**src/osf_pkg.sv**
```systemverilog
// Purpose: Shared constants and types of the output short-fault flag bank.
// Assumes: One 25 MHz clock domain and an AHB-Lite register port.
// Notes: Register indices are word indices; the byte address is four times the index.
`default_nettype none

package osf_pkg;

   // Number of output channels covered: six groups of three.
   localparam int unsigned OSF_CHANNELS = 18;
   localparam int unsigned OSF_GROUP_WIDTH = 3;
   localparam int unsigned OSF_SYNC_STAGES = 2;

   // Register indices; byte address = index * 4.
   localparam logic [29:0] OSF_IDX_GROUPS_ONE_TWO = 30'h0000_00AB;
   localparam logic [29:0] OSF_IDX_GROUPS_THREE_FOUR = 30'h0000_00AC;
   localparam logic [29:0] OSF_IDX_GROUPS_FIVE_SIX = 30'h0000_00AD;
   localparam logic [29:0] OSF_IDX_IRQ_STATUS = 30'h0000_00B0;
   localparam logic [29:0] OSF_IDX_IRQ_MASK = 30'h0000_00B1;

   // Field positions inside one flag register.
   localparam int unsigned OSF_LOW_GROUP_POS = 0;
   localparam int unsigned OSF_HIGH_GROUP_POS = 4;

   // Values after reset.
   localparam logic [7:0] OSF_FLAG_REG_RESET = 8'h00;
   localparam logic [17:0] OSF_FLAGS_RESET = 18'h00000;
   localparam logic [17:0] OSF_IRQ_STATUS_RESET = 18'h00000;
   localparam logic [17:0] OSF_IRQ_MASK_RESET = 18'h00000;
   localparam logic [31:0] OSF_RDATA_RESET = 32'h0000_0000;

   typedef enum logic [2:0] {
      OSF_SEL_NONE,
      OSF_SEL_ONE_TWO,
      OSF_SEL_THREE_FOUR,
      OSF_SEL_FIVE_SIX,
      OSF_SEL_IRQ_STATUS,
      OSF_SEL_IRQ_MASK
   } osf_sel_t;

   // Captured address phase, carried into the data phase.
   typedef struct packed {
      logic valid;
      logic write;
      osf_sel_t sel;
   } osf_dphase_t;

   // Per-channel short flags, channel 0 of each group in the low bit.
   typedef struct packed {
      logic [2:0] group_six;
      logic [2:0] group_five;
      logic [2:0] group_four;
      logic [2:0] group_three;
      logic [2:0] group_two;
      logic [2:0] group_one;
   } osf_flags_t;

endpackage

`default_nettype wire

```
**src/osf_sync.sv**
```systemverilog
// Purpose: Two-stage synchroniser for the short-circuit detector levels.
// Assumes: Detector outputs are asynchronous levels from the analogue side.
// Notes: The first stage is read only by the second stage.
`default_nettype none

module osf_sync
   import osf_pkg::*;
#(
   parameter int unsigned WIDTH = OSF_CHANNELS
) (
   input wire logic clk,
   input wire logic rst_n,
   input wire logic [WIDTH-1:0] async_in,
   output logic [WIDTH-1:0] sync_out
);

   genvar i;
   generate
      for (i = 0; i < WIDTH; i++) begin : g_bit
         logic meta;
         always_ff @(posedge clk or negedge rst_n) begin
            if (!rst_n) begin
               meta <= 1'b0;
               sync_out[i] <= 1'b0;
            end else begin
               meta <= async_in[i];
               sync_out[i] <= meta;
            end
         end
      end
   endgenerate

endmodule

`default_nettype wire

```
**src/osf_short_flags.sv**
```systemverilog
// Purpose: Read-only output short-fault flag bank for eighteen channels with interrupt.
// Assumes: Single AHB-Lite slave, zero wait states, word transfers only.
// Notes: Flags mirror the synchronised detector levels; rising edges raise sticky status bits.
`default_nettype none

// Summary of operation
// - Register at index ABh packs groups one and two; bits 7,3 zero; resets zero.
// - Register at index ACh packs groups three and four; bits 7,3 zero; resets zero.
// - Register at index ADh packs groups five and six; bits 7,3 zero; resets zero.
// - A flag reads one while its channel's short fault is detected.
// - A flag reads zero without a detected fault, and after reset.
module osf_short_flags
   import osf_pkg::*;
(
   input wire logic clk,
   input wire logic rst_n,
   input wire logic hsel,
   input wire logic [31:0] haddr,
   input wire logic [1:0] htrans,
   input wire logic hwrite,
   input wire logic [2:0] hsize,
   input wire logic [31:0] hwdata,
   input wire logic hready,
   output logic hreadyout,
   output logic hresp,
   output logic [31:0] hrdata,
   input wire logic [17:0] short_detect,
   output logic irq
);

   // Full decode; a misaligned or unknown address selects nothing.
   function automatic osf_sel_t osf_decode(input logic [31:0] addr);
      osf_sel_t sel;
      sel = OSF_SEL_NONE;
      if (addr[1:0] == 2'h0) begin
         case (addr[31:2])
            OSF_IDX_GROUPS_ONE_TWO: sel = OSF_SEL_ONE_TWO;
            OSF_IDX_GROUPS_THREE_FOUR: sel = OSF_SEL_THREE_FOUR;
            OSF_IDX_GROUPS_FIVE_SIX: sel = OSF_SEL_FIVE_SIX;
            OSF_IDX_IRQ_STATUS: sel = OSF_SEL_IRQ_STATUS;
            OSF_IDX_IRQ_MASK: sel = OSF_SEL_IRQ_MASK;
            default: sel = OSF_SEL_NONE;
         endcase
      end
      return sel;
   endfunction

   // Places two channel groups into one byte with reserved bits 7 and 3 at zero.
   function automatic logic [7:0] osf_pack(input logic [2:0] low_grp, input logic [2:0] high_grp);
      logic [7:0] b;
      b = OSF_FLAG_REG_RESET;
      b[OSF_LOW_GROUP_POS +: OSF_GROUP_WIDTH] = low_grp;
      b[OSF_HIGH_GROUP_POS +: OSF_GROUP_WIDTH] = high_grp;
      return b;
   endfunction

   logic [17:0] det_sync;
   osf_flags_t flags;
   logic [17:0] irq_status;
   logic [17:0] irq_mask;
   logic [17:0] next_irq_status;
   logic [17:0] fault_rise;
   logic [17:0] status_clear;
   osf_dphase_t dphase;
   osf_sel_t addr_sel;
   logic addr_take;
   logic wr_en;
   logic [31:0] read_word;

   osf_sync #(
      .WIDTH(OSF_CHANNELS)
   ) u_sync (
      .clk(clk),
      .rst_n(rst_n),
      .async_in(short_detect),
      .sync_out(det_sync)
   );

   // The slave never stalls and never errors.
   assign hreadyout = 1'b1;
   assign hresp = 1'b0;

   assign addr_sel = osf_decode(haddr);
   assign addr_take = hsel && hready && htrans[1];
   assign wr_en = dphase.valid && dphase.write;

   always_ff @(posedge clk or negedge rst_n) begin
      if (!rst_n) begin
         dphase <= '{valid: 1'b0, write: 1'b0, sel: OSF_SEL_NONE};
      end else if (hready) begin
         dphase <= '{valid: addr_take, write: hwrite, sel: addr_sel};
      end
   end

   // Flags follow the detectors only; no bus path reaches them.
   always_ff @(posedge clk or negedge rst_n) begin
      if (!rst_n) begin
         flags <= OSF_FLAGS_RESET;
      end else begin
         flags <= det_sync;
      end
   end

   // A new fault is caught one cycle earlier than the flag shows it, so both land together.
   assign fault_rise = det_sync & ~flags;
   assign status_clear = (wr_en && dphase.sel == OSF_SEL_IRQ_STATUS) ? hwdata[17:0] : '0;
   // A rising fault in the cycle of its clear keeps the bit set.
   assign next_irq_status = (irq_status & ~status_clear) | fault_rise;

   always_ff @(posedge clk or negedge rst_n) begin
      if (!rst_n) begin
         irq_status <= OSF_IRQ_STATUS_RESET;
      end else begin
         irq_status <= next_irq_status;
      end
   end

   always_ff @(posedge clk or negedge rst_n) begin
      if (!rst_n) begin
         irq_mask <= OSF_IRQ_MASK_RESET;
      end else if (wr_en && dphase.sel == OSF_SEL_IRQ_MASK) begin
         irq_mask <= hwdata[17:0];
      end
   end

   assign irq = |(irq_status & irq_mask);

   always_comb begin
      read_word = OSF_RDATA_RESET;
      case (addr_sel)
         OSF_SEL_ONE_TWO: read_word[7:0] = osf_pack(flags.group_one, flags.group_two);
         OSF_SEL_THREE_FOUR: read_word[7:0] = osf_pack(flags.group_three, flags.group_four);
         OSF_SEL_FIVE_SIX: read_word[7:0] = osf_pack(flags.group_five, flags.group_six);
         OSF_SEL_IRQ_STATUS: read_word[17:0] = irq_status;
         OSF_SEL_IRQ_MASK: read_word[17:0] = irq_mask;
         default: read_word = OSF_RDATA_RESET;
      endcase
   end

   // Read data is loaded at the address-phase edge so it stands through the data phase.
   always_ff @(posedge clk or negedge rst_n) begin
      if (!rst_n) begin
         hrdata <= OSF_RDATA_RESET;
      end else if (addr_take && !hwrite) begin
         hrdata <= read_word;
      end
   end

   logic after_reset;
   always_ff @(posedge clk or negedge rst_n) begin
      if (!rst_n) begin
         after_reset <= 1'b0;
      end else begin
         after_reset <= 1'b1;
      end
   end

   // Flat view of the flag struct so that checks can pick single channels.
   logic [17:0] flag_bits;
   assign flag_bits = flags;

   // Per-channel flag and status checks, one copy for each detector input.
   genvar ch;
   generate
      for (ch = 0; ch < OSF_CHANNELS; ch++) begin : g_chan

      end
   endgenerate
endmodule

`default_nettype wire

```
**config.mk**
```make
export PLATFORM = sky130hd
export DESIGN_NAME = osf_short_flags
export DESIGN_NICKNAME = d
export VERILOG_FILES = /design/src/osf_pkg.sv /design/src/osf_sync.sv /design/src/osf_short_flags.sv
export SDC_FILE = /design/constraint.sdc
export NUM_CORES = 1
export LEC_CHECK = 0
export BUFFER_PORTS_ARGS = -buffer_cell sky130_fd_sc_hd__buf_2
export CORE_UTILIZATION = 24
export DETAILED_ROUTE_END_ITERATION = 8
export SLEW_MARGIN = 20
export SYNTH_ARGS = -nofsm -noshare
export SYNTH_HDL_FRONTEND = slang
export SYNTH_HIERARCHICAL = 1
export SYNTH_SLANG_ARGS = --single-unit
```
**constraint.sdc**
```tcl
create_clock -name clk -period 4.12 [get_ports clk]
set_input_delay 1.236 -clock clk [delete_from_list [all_inputs] [get_ports clk]]
set_output_delay 1.236 -clock clk [all_outputs]
set_load 0.05 [all_outputs]
```
======== Word-level counts from Yosys, hierarchy flattened ========
Cells that the tools add are included.
W data, S select, Z words.
operators by class
  eq/ne operators ......................... 12
  muxes and demuxes ....................... 5
  bitwise gates (word level) .............. 6
  reductions and logical operators ........ 9
operators by type and width
  cell                   count
  $eq A30 B8 Y1 const B  5
  $and A18 B18 Y18       3
  $pmux W8 S5            1
  $not A18 Y18           2
  $pmux W10 S2           1
  $mux W18               1
  $or A18 B18 Y18        1
  $reduce_or A18 Y1      1
  $pmux W3 S5            1
  $eq A3 B3 Y1 const B   4
  $eq A3 B2 Y1 const B   2
  $logic_and A1 B1 Y1    6
  $eq A3 B1 Y1 const B   1
  $mux W3                1
  $logic_not A2 Y1       1
  $logic_not A1 Y1       1
storage, ports and cells
  flip-flop bits (word level) ............. 113
  output and inout port bits .............. 35

======== Longest topological paths before layout ========
Gate-level depths: netlist (run 1).
  depth after elaboration ................. 6
  depth in mapped cells ................... 7
  mapped depth without buffers ............ 5

======== Modules after synthesis ========
Netlist (run 1), hierarchy kept.
modules (own cells, without submodules)
  module           instances  cells an instance  area each (µm²)
  osf_short_flags  1          333                3522.1
  osf_sync         1          36                 900.9

======== Worst setup path after synthesis (run 1) ========
No wires, ideal clock.
  path kind ............................... input to register
  from .................................... input haddr[11]
  to ...................................... register hrdata[10]
  library setup time ...................... 0.131 ns
  data arrival time ....................... 2.717 ns
  slack ................................... 1.272 ns
  stages on the path ...................... 6
  path through ............................ nor4_2 > nand4_2 > nor4_4 > buf_6 > mux2i_1 > o21ai_1
on the way
  cells in the longest elaborated chain, start to end .. 5
  elaborated cells on any way between the ends .. 10
  classes of those cells .................. eq/ne (7); mux (3)
RTL lines
  element                 RTL line                source
  start: declaration      osf_short_flags.sv:18   input wire logic [31:0] haddr,
  $eq A30 B8 Y1           osf_short_flags.sv:36   case (addr[31:2])
  $pmux W3 S5 (*)         osf_short_flags.sv:36
  $mux W3 (*)             osf_short_flags.sv:35   if (addr[1:0] == 2'h0) begin
  $eq A3 B3 Y1            osf_short_flags.sv:130  case (addr_sel)
  $pmux W10 S2 (*)        osf_short_flags.sv:130
  end signal: assignment  osf_short_flags.sv:145  hrdata <= read_word;
  end: declaration        osf_short_flags.sv:26   output logic [31:0] hrdata,
Mark *: on every way between the ends. The rest lies on a longest branch, timed or not.
A chain may end at the register's enable or synchronous reset.

======== Final worst setup path (run 1) ========
  from .................................... register irq_status[3]
  to ...................................... output irq
on the way
  cells in the longest elaborated chain, start to end .. 2
RTL lines
  element                   RTL line                source
  start: declaration        osf_short_flags.sv:59   logic [17:0] irq_status;
  start signal: assignment  osf_short_flags.sv:114  irq_status <= next_irq_status;
  $and A18 B18 Y18          osf_short_flags.sv:126  assign irq = |(irq_status & irq_mask);
  $reduce_or A18 Y1         osf_short_flags.sv:126
  end: declaration          osf_short_flags.sv:28   output logic irq
No other way between the ends.

==> metrics.md, run 1 <==
| Metric | Value |
|---|---|
| Final period util | `0.7803` |
| Setup TNS | `0 ns` |
| Worst EP arrival | `between 1.5 and 2 ns` |
| Synth area leader | `dfrtp_1` |
| DRT iter0 DRCs | `around 120` |
| GRT Util Overall | `0.1223` |
| CTS root buf | `clkbuf_16` |
| Unrepaired setup endpoints after global routing | `no` |
| Row count | `just under 50` |
| Global-route wire length before repair | `16890 um` |
| Worst vdd ir | `0.0002068 V` |
| DRC | `0` |
| End-of-flow core utilization | `0.3171` |
| Placed cell area | `just over 5000 um2` |
| Syn Area/Cell | `roughly 12 um2` |
| Yosys warns | `6` |
| Layout cell share with drive strength beyond 1 | `0.3306` |
| # resized after CTS | `0` |
| Number of max-cap violations | `0` |
| Final HPWL DP | `roughly 8000 um` |
| Postcts setup bufs | `0` |
| Rel. slew slack | `0.5140` |
| Routed length per placed instance | `roughly 15 um` |
| CTS tree | `yes` |
| Worst Setup End Kind | `output pin` |
| Syn-to-layout area delta | `29.22%` |
| CTS Sinks | `~110` |
| Total clock buffers created by CTS | `17` |
| Fin crit period | `3.215 ns` |
| Synthesized cell area | `between 4000 and 5000 um2` |
| Setup violations, final | `0` |
| CP required | `2.88 ns` |
| Most common cell after layout, fill and taps aside | `dfrtp_1` |
| Routed wire length | `~11000 um` |
| Fillers | `between 1500 and 2000` |
| Worst skew pair latency | `a little over 0.4 ns` |
| Worst slew pin tran | `between 0.7 and 0.8 ns` |
| Vias in the first global route | `approximately 3300` |
| DIE WIDTH | `roughly 140 um` |
| Startpoint types | `register` |
| CP Cell Sequence | `a22o_1 -> a221oi_1 -> and3_1 -> nand4_1 -> buf_2` |
| Die Ht | `around 140 um` |
| Fmax | `311.1 MHz` |
| Commonest cells after routing, fill and taps aside | `dfrtp_1 (113), buf_2 (91), nand2_1 (54)` |
| Critical Path Max Stage Delay | `a little under 0.4 ns` |
| Routability cong. | `0.8736` |
| Hold Path Class | `reg2reg` |
| First-pass DRT Iterations | `6` |
| Core area | `around 18000 um2` |
| Kind of cell adding the most delay to the critical path | `compound AO/OA/AOI/OAI gates` |
| Worst Setup Path Type | `reg2out` |
| Slowest CP cell | `dfrtp_1` |
| GRT overflow | `0` |
| Final Net Count | `566` |
| Initial antenna violation count | `2` |
| Initial Util | `0.2454` |
| Synth cell types | `37` |
| Antenna Violating Nets Remaining | `0` |
| Clock buffer depth | `2` |
| Post-route cell area | `between 5000 and 6000 um2` |
| Clock skew | `around 0.0062 ns` |
| Leakage | `2.686 nW` |
| Largest net degree at the start of global routing | `65` |
| Reg clk slew, reported paths | `0.05 ns` |
| Routed via count | `3150` |
| PwrDens | `480.9 nW/um2` |
| Buffers on Ports | `92` |
| # diodes | `0` |
| CP Buf/Inv Count | `1` |
| Post-CTS Hold Buffers | `0` |
| Sequential area share after synthesis | `0.6393` |
| Final Hold Viols | `0` |
| Yosys reg bits | `~110` |
| CP Max Fanout | `3` |
| Max H-tree Level | `4` |
| Top post-synthesis cells by area | `dfrtp_1 (64%), mux2_2 (5.1%), nand2_1 (4.6%)` |
| Via/cell ratio | `4.399` |
| Ports | `127` |
| Die area | `roughly 19000 um2` |
| Cell count after synthesis | `between 300 and 400` |
| Final slew viol count | `0` |
| Post-synth top area share | `0.6393` |
| Status | `finished, final reports clean` |
## logic make-up (layout without fill, tap and decap cells)
group | after synthesis | in the layout | synth area share
compound gates | 74 | 74 | 0.1064
buf+inv | 52 | 156 | 0.05969
flops | 113 | 113 | 0.6393
mux | 32 | 32 | 0.07808
other cells | 2 | 16 | 0.001698
simple gates | 96 | 96 | 0.1149
## worst paths after layout
kind	cells after the start	startpoint	slack, ns	endpoint
min in group asynchronous	1	rst_n	0.85	u_sync/g_bit[0].meta
max in group asynchronous	2	rst_n	2.51	hrdata[16]
worst min register to register	0	u_sync/g_bit[12].meta	0.34	u_sync/sync_out[12]
worst min-delay path	0	u_sync/g_bit[12].meta	0.34	u_sync/sync_out[12]
worst max-delay path	5	irq_status[3]	0.91	irq
worst max register to register	3	dphase[1]	2.57	irq_mask[3]
## report_power, final
part           leakage [nW]  total (mW)  switching [mW]  internal (mW)
clock                 0.288        1.43           0.481          0.946
sequential             1.31        1.17          0.0229           1.15
combinational          1.08       0.147          0.0948         0.0521
total                  2.69        2.75           0.599           2.15
## routing by layer
layer  vias to the layer above  GRT usage  share of wire
met5                         -          0         0.0025
met4                         4    0.06824          0.037
met3                        40    0.04525          0.057
met2                       108     0.1915           0.47
met1                      1532     0.1444           0.43
li1                       1466          -              -
## final cells by class
class                      instances  area [um2]  area share
sequential                       113        2828      0.4947
multi-input combinational        218        1384      0.2421
timing repair buffer             100       535.5     0.09370
clock buffer                      22       484.2     0.08472
tap                              229       286.5     0.05013
clock inverter                    10       107.6     0.01883
inverter                          24       90.09     0.01576
## worst register-to-register path, delay by kind of cell, from the launching register on
kind / cells / cell delay [ns]
flip-flops: 1 / 0.37
multiplexers: 1 / 0.37
AND/OR/NAND/NOR: 2 / 0.70
## registers in the layout, summed over array words and instances, names as in the netlist
signal / count
irq_mask: 18
hrdata: 18
flag_bits: 18
u_sync/sync_out: 18
irq_status: 18
dphase: 5
u_sync/g_bit.meta: 18
## Yosys cell counts
| master | count |
|---|---|
| o31ai_1 | 4 |
| nor3_1 | 2 |
| or4_2 | 1 |
| a221oi_1 | 5 |
| nand2_1 | 54 |
| inv_1 | 24 |
| o2111a_1 | 1 |
| or2_2 | 1 |
| nor4_1 | 5 |
| nor4b_1 | 1 |
| and3_1 | 1 |
| mux2_2 | 20 |
| buf_6 | 1 |
| clkbuf_1 | 10 |
| conb_1 | 2 |
| a22oi_1 | 8 |
| a32oi_1 | 4 |
| a22o_1 | 8 |
| a21oi_1 | 6 |
| nand4_1 | 2 |
| nand4b_1 | 2 |
| and3b_1 | 1 |
| nor2_1 | 10 |
| or3_2 | 1 |
| nor4_2 | 2 |
| buf_2 | 1 |
| and4bb_2 | 2 |
| dfrtp_1 | 113 |
| nor4_4 | 2 |
| nand3_1 | 5 |
| nand4_2 | 1 |
| o21ai_0 | 32 |
| nor2b_1 | 2 |
| nor3b_1 | 1 |
| buf_4 | 16 |
| o21ai_1 | 6 |
| mux2i_1 | 12 |
## through the flow
stage	setup WS [ns]	instances	hold WS, ns	power [mW]
final	0.9052	716	0.3448	2.748
after global routing	0.8601	716	0.3524	2.862
after CTS	0.8960	716	0.3471	2.783
after detailed placement	1.016	684	0.3364	1.342
after global placement	1.067	684	0.3350	1.336
after floorplan	1.272	383	0.3312	1.267
Note: power is estimated with default switching activity, not from simulation.
==> run 2, diff against run 1 <==
--- a/config.mk
+++ b/config.mk
@@ -5,6 +5,7 @@
 export SDC_FILE = /design/constraint.sdc
 export NUM_CORES = 1
 export LEC_CHECK = 0
+export ABC_AREA = 1
 export BUFFER_PORTS_ARGS = -buffer_cell sky130_fd_sc_hd__buf_2
 export CORE_UTILIZATION = 24
 export DETAILED_ROUTE_END_ITERATION = 8
==> constraint.sdc (replaced) <==
create_clock -name clk -period 3.4 [get_ports clk]
set_input_delay 1.02 -clock clk [delete_from_list [all_inputs] [get_ports clk]]
set_output_delay 1.02 -clock clk [all_outputs]
set_load 0.05 [all_outputs]
==> metrics.md, run 2 <==
| Metric | Value |
|---|---|
| M1 wire length | `5056 um` |
| Final Net Count | `697` |
| Worst vdd ir | `0.0003630 V` |
| Clock skew | `around 0.012 ns` |
| Fraction of registers with async set/reset | `1.000` |
| Synth Area in XOR/XNOR | `0` |
| Syn-to-layout area delta | `29.49%` |
| Setup TNS | `0 ns` |
| Post-Synth Adder-Cell Area | `0` |
| EDFF count, synth | `0` |
| Met3 wire len | `662 um` |
| Status | `finished, final reports clean` |
| Rel. slew slack | `0.5052` |
| Final Hold Viols | `0` |
| Synthesized cell area | `around 4700 um2` |
| Routability cong. | `0.7959` |
| Worst slew pin tran | `roughly 0.74 ns` |
| Reg2reg path depth | `4` |
| End-of-flow core utilization | `0.3217` |
| Reg clk slew, reported paths | `approximately 0.050 ns` |
| Worst r2r dst | `irq_status[13]` |
| Max H-tree Level | `4` |
| Slowest CP cell | `dfrtp_1` |
| Worst EP arrival | `between 1.5 and 2 ns` |
| Largest net degree at the start of global routing | `53` |
| WHS Endpoint | `u_sync/sync_out[5]` |
| Overall Power | `roughly 3.8 mW` |
| Worst Setup End Kind | `output pin` |
| Layout cell share with drive strength beyond 1 | `0.2379` |
| Worst Setup Path Type | `reg2out` |
| Fin crit period | `about 2.7 ns` |
| CTS tree | `yes` |
| Setup violations, final | `0` |
| R2R setup slack | `about 1.6 ns` |
| Initial antenna violation count | `0` |
| Mux contribution to synthesized area | `0` |
| PwrDens | `625.5 nW/um2` |
| Top Metal Used | `met4` |
| Initial Util | `0.2484` |
| Unrepaired setup endpoints after global routing | `no` |
| Fmax | `around 370 MHz` |
| Total clock buffers created by CTS | `17` |
| Worst skew pair latency | `0.41 ns` |
| Leakage | `approximately 2.9 nW` |
| Post-synthesis compound-gate area fraction | `0.08794` |
| Largest family of logic cells by synthesized area | `simple AND/OR/NAND/NOR gates` |
| Met2 Routed Length | `between 5000 and 6000 um` |
| Vias in the first global route | `roughly 3500` |
| Fin cells | `a little under 900` |
| CP required | `between 2 and 2.5 ns` |
| Kind of cell adding the most delay to the critical path | `flip-flops` |
| CTS Sinks | `approximately 110` |
| Most frequent cell on the critical path | `nand2_1` |
| Final period util | `0.8021` |
| CP Buf/Inv Count | `1` |
| CTS root buf | `clkbuf_16` |
| Final slew viol count | `0` |
| Hold path depth | `0` |
| DIE WIDTH | `between 100 and 150 um` |
| Post-synth top area share | `0.6004` |
| Commonest cells after routing, fill and taps aside | `dfrtp_1 (113), nand2_1 (97), buf_2 (91)` |
| Yosys reg bits | `113` |
| Synth top cells by count | `dfrtp_1 (113), nand2_1 (97), nor2_1 (55), o21ai_0 (55), inv_1 (54)` |
| Post-CTS Hold Buffers | `0` |
| First-pass DRT Iterations | `4` |
| Row count | `50` |
| Critical Path Max Stage Delay | `about 0.4 ns` |
| Die area | `approximately 20000 um2` |
| CP Max Fanout | `3` |
| Routed via count | `between 3000 and 4000` |
| Die Ht | `142.1 um` |
| Top post-synthesis cells by area | `dfrtp_1 (60%), nand2_1 (7.7%), o21ai_0 (5.8%)` |
| Hold_sp | `u_sync/g_bit[5].meta` |
| CP Cell Sequence | `nand2_1 -> nand2_1 -> a221oi_1 -> nand4_1 -> buf_2` |
| Simple-Gate Fraction of Synth Area | `0.2210` |
| Antenna Violating Nets Remaining | `0` |
| Ports | `127` |
| R2R Path Start | `dphase[0]` |
| Placed cell area | `between 5000 and 6000 um2` |
| Global-route wire length before repair | `approximately 19000 um` |
| DRT iter0 DRCs | `roughly 250` |
| Yosys warns | `6` |
| GRT overflow | `0` |
| Post-synth top flop | `dfrtp_1` |
| Final HPWL DP | `between 8000 and 9000 um` |
| # diodes | `0` |
| Post-route cell area | `6098 um2` |
| Number of max-cap violations | `0` |
| Routed length per placed instance | `approximately 13 um` |
| Startpoint types | `register` |
| Via/cell ratio | `4.060` |
| Placed Instances | `between 800 and 900` |
| Cell count after synthesis | `slightly above 500` |
| Final worst slack | `around 0.67 ns` |
| Synth area leader | `dfrtp_1` |
| Syn Area/Cell | `about 9.4 um2` |
| # resized after CTS | `0` |
| Hold WS | `between 0.3 and 0.4 ns` |
| Postcts setup bufs | `0` |
| Buffers on Ports | `between 90 and 100` |
| Clock buffer depth | `2` |
| Core area | `approximately 19000 um2` |
| GRT Util Overall | `0.1217` |
| Most common cell after layout, fill and taps aside | `dfrtp_1` |
| Hold Path Class | `reg2reg` |
| Synth cell types | `29` |
| Most common cell in the netlist | `dfrtp_1` |
| Sequential area share after synthesis | `0.6004` |
| Dpl ws | `0.5375 ns` |
| Routed wire length | `11240 um` |
| DRC | `0` |
## run 2: cell types whose count changed after synthesis, sizes merged, moves of 20 or more
cell	before	now
inv	24	54
nand3	5	25
nor2	10	60
mux2	20	0
nand4	3	32
nand2	54	101
## run 2: metal layers
metal / global-route usage / vias up
met1: 0.1515 / 1653
met5: 0 / -
met3: 0.04172 / 10
met2: 0.1948 / 86
li1: - / 1816
met4: 0.04414 / 0
## run 2: worst register-to-register path: stages, from the launching register on
cell,delay (ns)
dfrtp_1,0.39
nor3_1,0.18
nand3_1,0.54
o21ai_0,0.42
o21ai_0,0.13
## run 2: power by group
group / switching, mW / internal (mW) / total [mW]
logic: 0.283 / 0.0898 / 0.373
clock network: 0.594 / 1.39 / 1.99
registers: 0.0345 / 1.42 / 1.45
## run 2: kinds of logic after synthesis
group / after synthesis
flops: 113
other cells: 2
compound gates: 74
simple gates: 225
buf+inv: 89
## run 2: worst max-delay path by stage
stage	end	depth (start not counted)	from
4_1_cts	irq	5	irq_status[0]
3_5_place_dp	hrdata[2]	12	haddr[17]
6_report	irq	5	irq_status[0]
5_1_grt	irq	5	irq_status[0]
2_1_floorplan	hrdata[4]	12	haddr[19]
3_3_place_gp	hrdata[2]	12	haddr[17]
## run 2: layout make-up
type | count | area, um2
Tap cell | 260 | 325.3
Clock buffer | 23 | 498.0
Timing Repair Buffer | 100 | 535.5
Sequential cell | 113 | 2828
Fill cell | 1997 | 12860
Clock inverter | 9 | 175.2
Inverter | 58 | 219.0
Multi-Input combinational cell | 315 | 1518
==> run 3, diff against run 2 <==
--- a/config.mk
+++ b/config.mk
@@ -5,7 +5,7 @@
 export SDC_FILE = /design/constraint.sdc
 export NUM_CORES = 1
 export LEC_CHECK = 0
-export ABC_AREA = 1
+export ABC_AREA = 0
 export BUFFER_PORTS_ARGS = -buffer_cell sky130_fd_sc_hd__buf_2
 export CORE_UTILIZATION = 24
 export DETAILED_ROUTE_END_ITERATION = 8
==> constraint.sdc (replaced) <==
create_clock -name clk -period 2.3 [get_ports clk]
set_input_delay 0.69 -clock clk [delete_from_list [all_inputs] [get_ports clk]]
set_output_delay 0.69 -clock clk [all_outputs]
set_load 0.05 [all_outputs]
==> metrics.md, run 3 (synthesis results as in run 1) <==
| Metric | Value |
|---|---|
| Routed length per placed instance | `14.86 um` |
| Rel. slew slack | `0.6428` |
| Final Hold Viols | `0` |
| Vias in the first global route | `~3400` |
| Final Net Count | `588` |
| Final slew viol count | `0` |
| Row count | `between 40 and 50` |
| Hold Path Class | `in2async` |
| GRT Util Overall | `0.1296` |
| Worst Setup End Kind | `output pin` |
| Initial Util | `0.2454` |
| Setup TNS | `-0.2002 ns` |
| CTS root buf | `clkbuf_16` |
| Final period util | `1.087` |
| DRT iter0 DRCs | `211` |
| DIE WIDTH | `137.8 um` |
| Worst skew pair latency | `~0.41 ns` |
| Number of max-cap violations | `0` |
| Reg clk slew, reported paths | `0.05 ns` |
| Antenna Violating Nets Remaining | `0` |
| Buffers on Ports | `between 90 and 100` |
| Most common cell after layout, fill and taps aside | `dfrtp_1` |
| Unrepaired setup endpoints after global routing | `yes` |
| Placed cell area | `5284 um2` |
| Worst Setup Path Type | `reg2out` |
| Total clock buffers created by CTS | `17` |
| Final HPWL DP | `roughly 8000 um` |
| R2R setup slack | `~0.7 ns` |
| Fin crit period | `2.500 ns` |
| Max H-tree Level | `4` |
| Leakage | `2.844 nW` |
| Post-route cell area | `around 6000 um2` |
| Worst slew pin tran | `between 0.5 and 0.6 ns` |
| End-of-flow core utilization | `0.3334` |
| R2R Path Start | `dphase[1]` |
| Layout cell share with drive strength beyond 1 | `0.3674` |
| GRT overflow | `0` |
| CP required | `1.61 ns` |
| Via/cell ratio | `roughly 4.3` |
| CTS Sinks | `between 100 and 150` |
| Failing checks | `negative setup slack` |
| Core area | `between 15000 and 20000 um2` |
| Hold WS | `around 0.11 ns` |
| Die area | `about 19000 um2` |
| First-pass DRT Iterations | `4` |
| Commonest cells after routing, fill and taps aside | `dfrtp_1 (113), buf_2 (90), nand2_1 (54)` |
| Initial antenna violation count | `1` |
| Final worst slack | `-0.2002 ns` |
| Startpoint types | `register` |
| Syn-to-layout area delta | `35.87%` |
| Routability cong. | `0.8447` |
| DRC | `0` |
| Reg2reg path depth | `3` |
| FF+latch area | `between 2000 and 3000 um2` |
| Setup violations, final | `1` |
| Routed via count | `3195` |
| Global-route wire length before repair | `about 18000 um` |
| Worst vdd ir | `between 0.0004 and 0.0005 V` |
| Area of the multi-input gates | `between 1000 and 1500 um2` |
| Fmax | `between 300 and 400 MHz` |
| Worst EP arrival | `around 1.8 ns` |
| Worst r2r dst | `irq_mask[9]` |
| CP Max Fanout | `2` |
| Fillers | `around 1800` |
| Overall Power | `approximately 5.3 mW` |
| Status | `finished, violations left` |
| Die Ht | `~140 um` |
| Clock buffer depth | `2` |
| PwrDens | `877.2 nW/um2` |
| Clock skew | `approximately 0.0077 ns` |
| CTS tree | `yes` |
| Post-CTS Hold Buffers | `0` |
| Ports | `127` |
| Largest net degree at the start of global routing | `approximately 60` |
| Routed wire length | `approximately 11000 um` |
## run 3: report_power, final
part / internal, mW / switching [mW]
Combinational: 0.108 / 0.171
Sequential: 2.06 / 0.0428
Clock: 2.01 / 0.876
Total: 4.18 / 1.09
## run 3: metal layers
layer	share of wire	GRT usage	routed length, um
met5	0	0	0
met4	0.025	0.06582	278
met3	0.082	0.05151	901
met2	0.45	0.1915	4913
met1	0.45	0.1628	4890
## run 3: final cells by class
cell class,instances,share of cell area
clock inverter,8,0.02436
tap,229,0.04768
clock buffer,24,0.08682
inverter,24,0.01499
antenna,1,0.0004164
multi-input combinational,218,0.2334
timing repair buffer,122,0.1218
sequential,113,0.4705
## run 3: critical path, cell delays in order (launching register included)
cell      delay [ns]
dfrtp_1         0.39
a22o_1          0.26
a221oi_2        0.20
and3_1          0.23
nand4_1         0.13
buf_6           0.19
## run 3: how the worst max path moves through the flow
stage              startpoint          to  slack, ns  depth (start not counted)
2_1_floorplan       haddr[29]  hrdata[10]       0.03                          6
3_3_place_gp        haddr[25]   hrdata[6]      -0.14                          6
3_5_place_dp        haddr[25]   hrdata[6]      -0.17                          6
4_1_cts        irq_status[17]         irq      -0.19                          5
5_1_grt        irq_status[17]         irq      -0.33                          5
6_report       irq_status[17]         irq      -0.20                          5
## run 3: repair_timing
action / 4_1_cts / 5_1_grt
gates resized for setup: 5 / 0
buffers inserted: 4 / 0
gates cloned: 0 / 0
pin swaps: 2 / 1
hold endpoints to repair: 0 / 0
setup endpoints to repair: 1 / 1
## run 3: metrics by stage
stage	setup slack, ns	cells
2_1_floorplan	0.02731	383
6_report	-0.2002	739
4_1_cts	-0.1940	738
5_1_grt	-0.3281	738
3_3_place_gp	-0.1445	702
3_5_place_dp	-0.1652	702
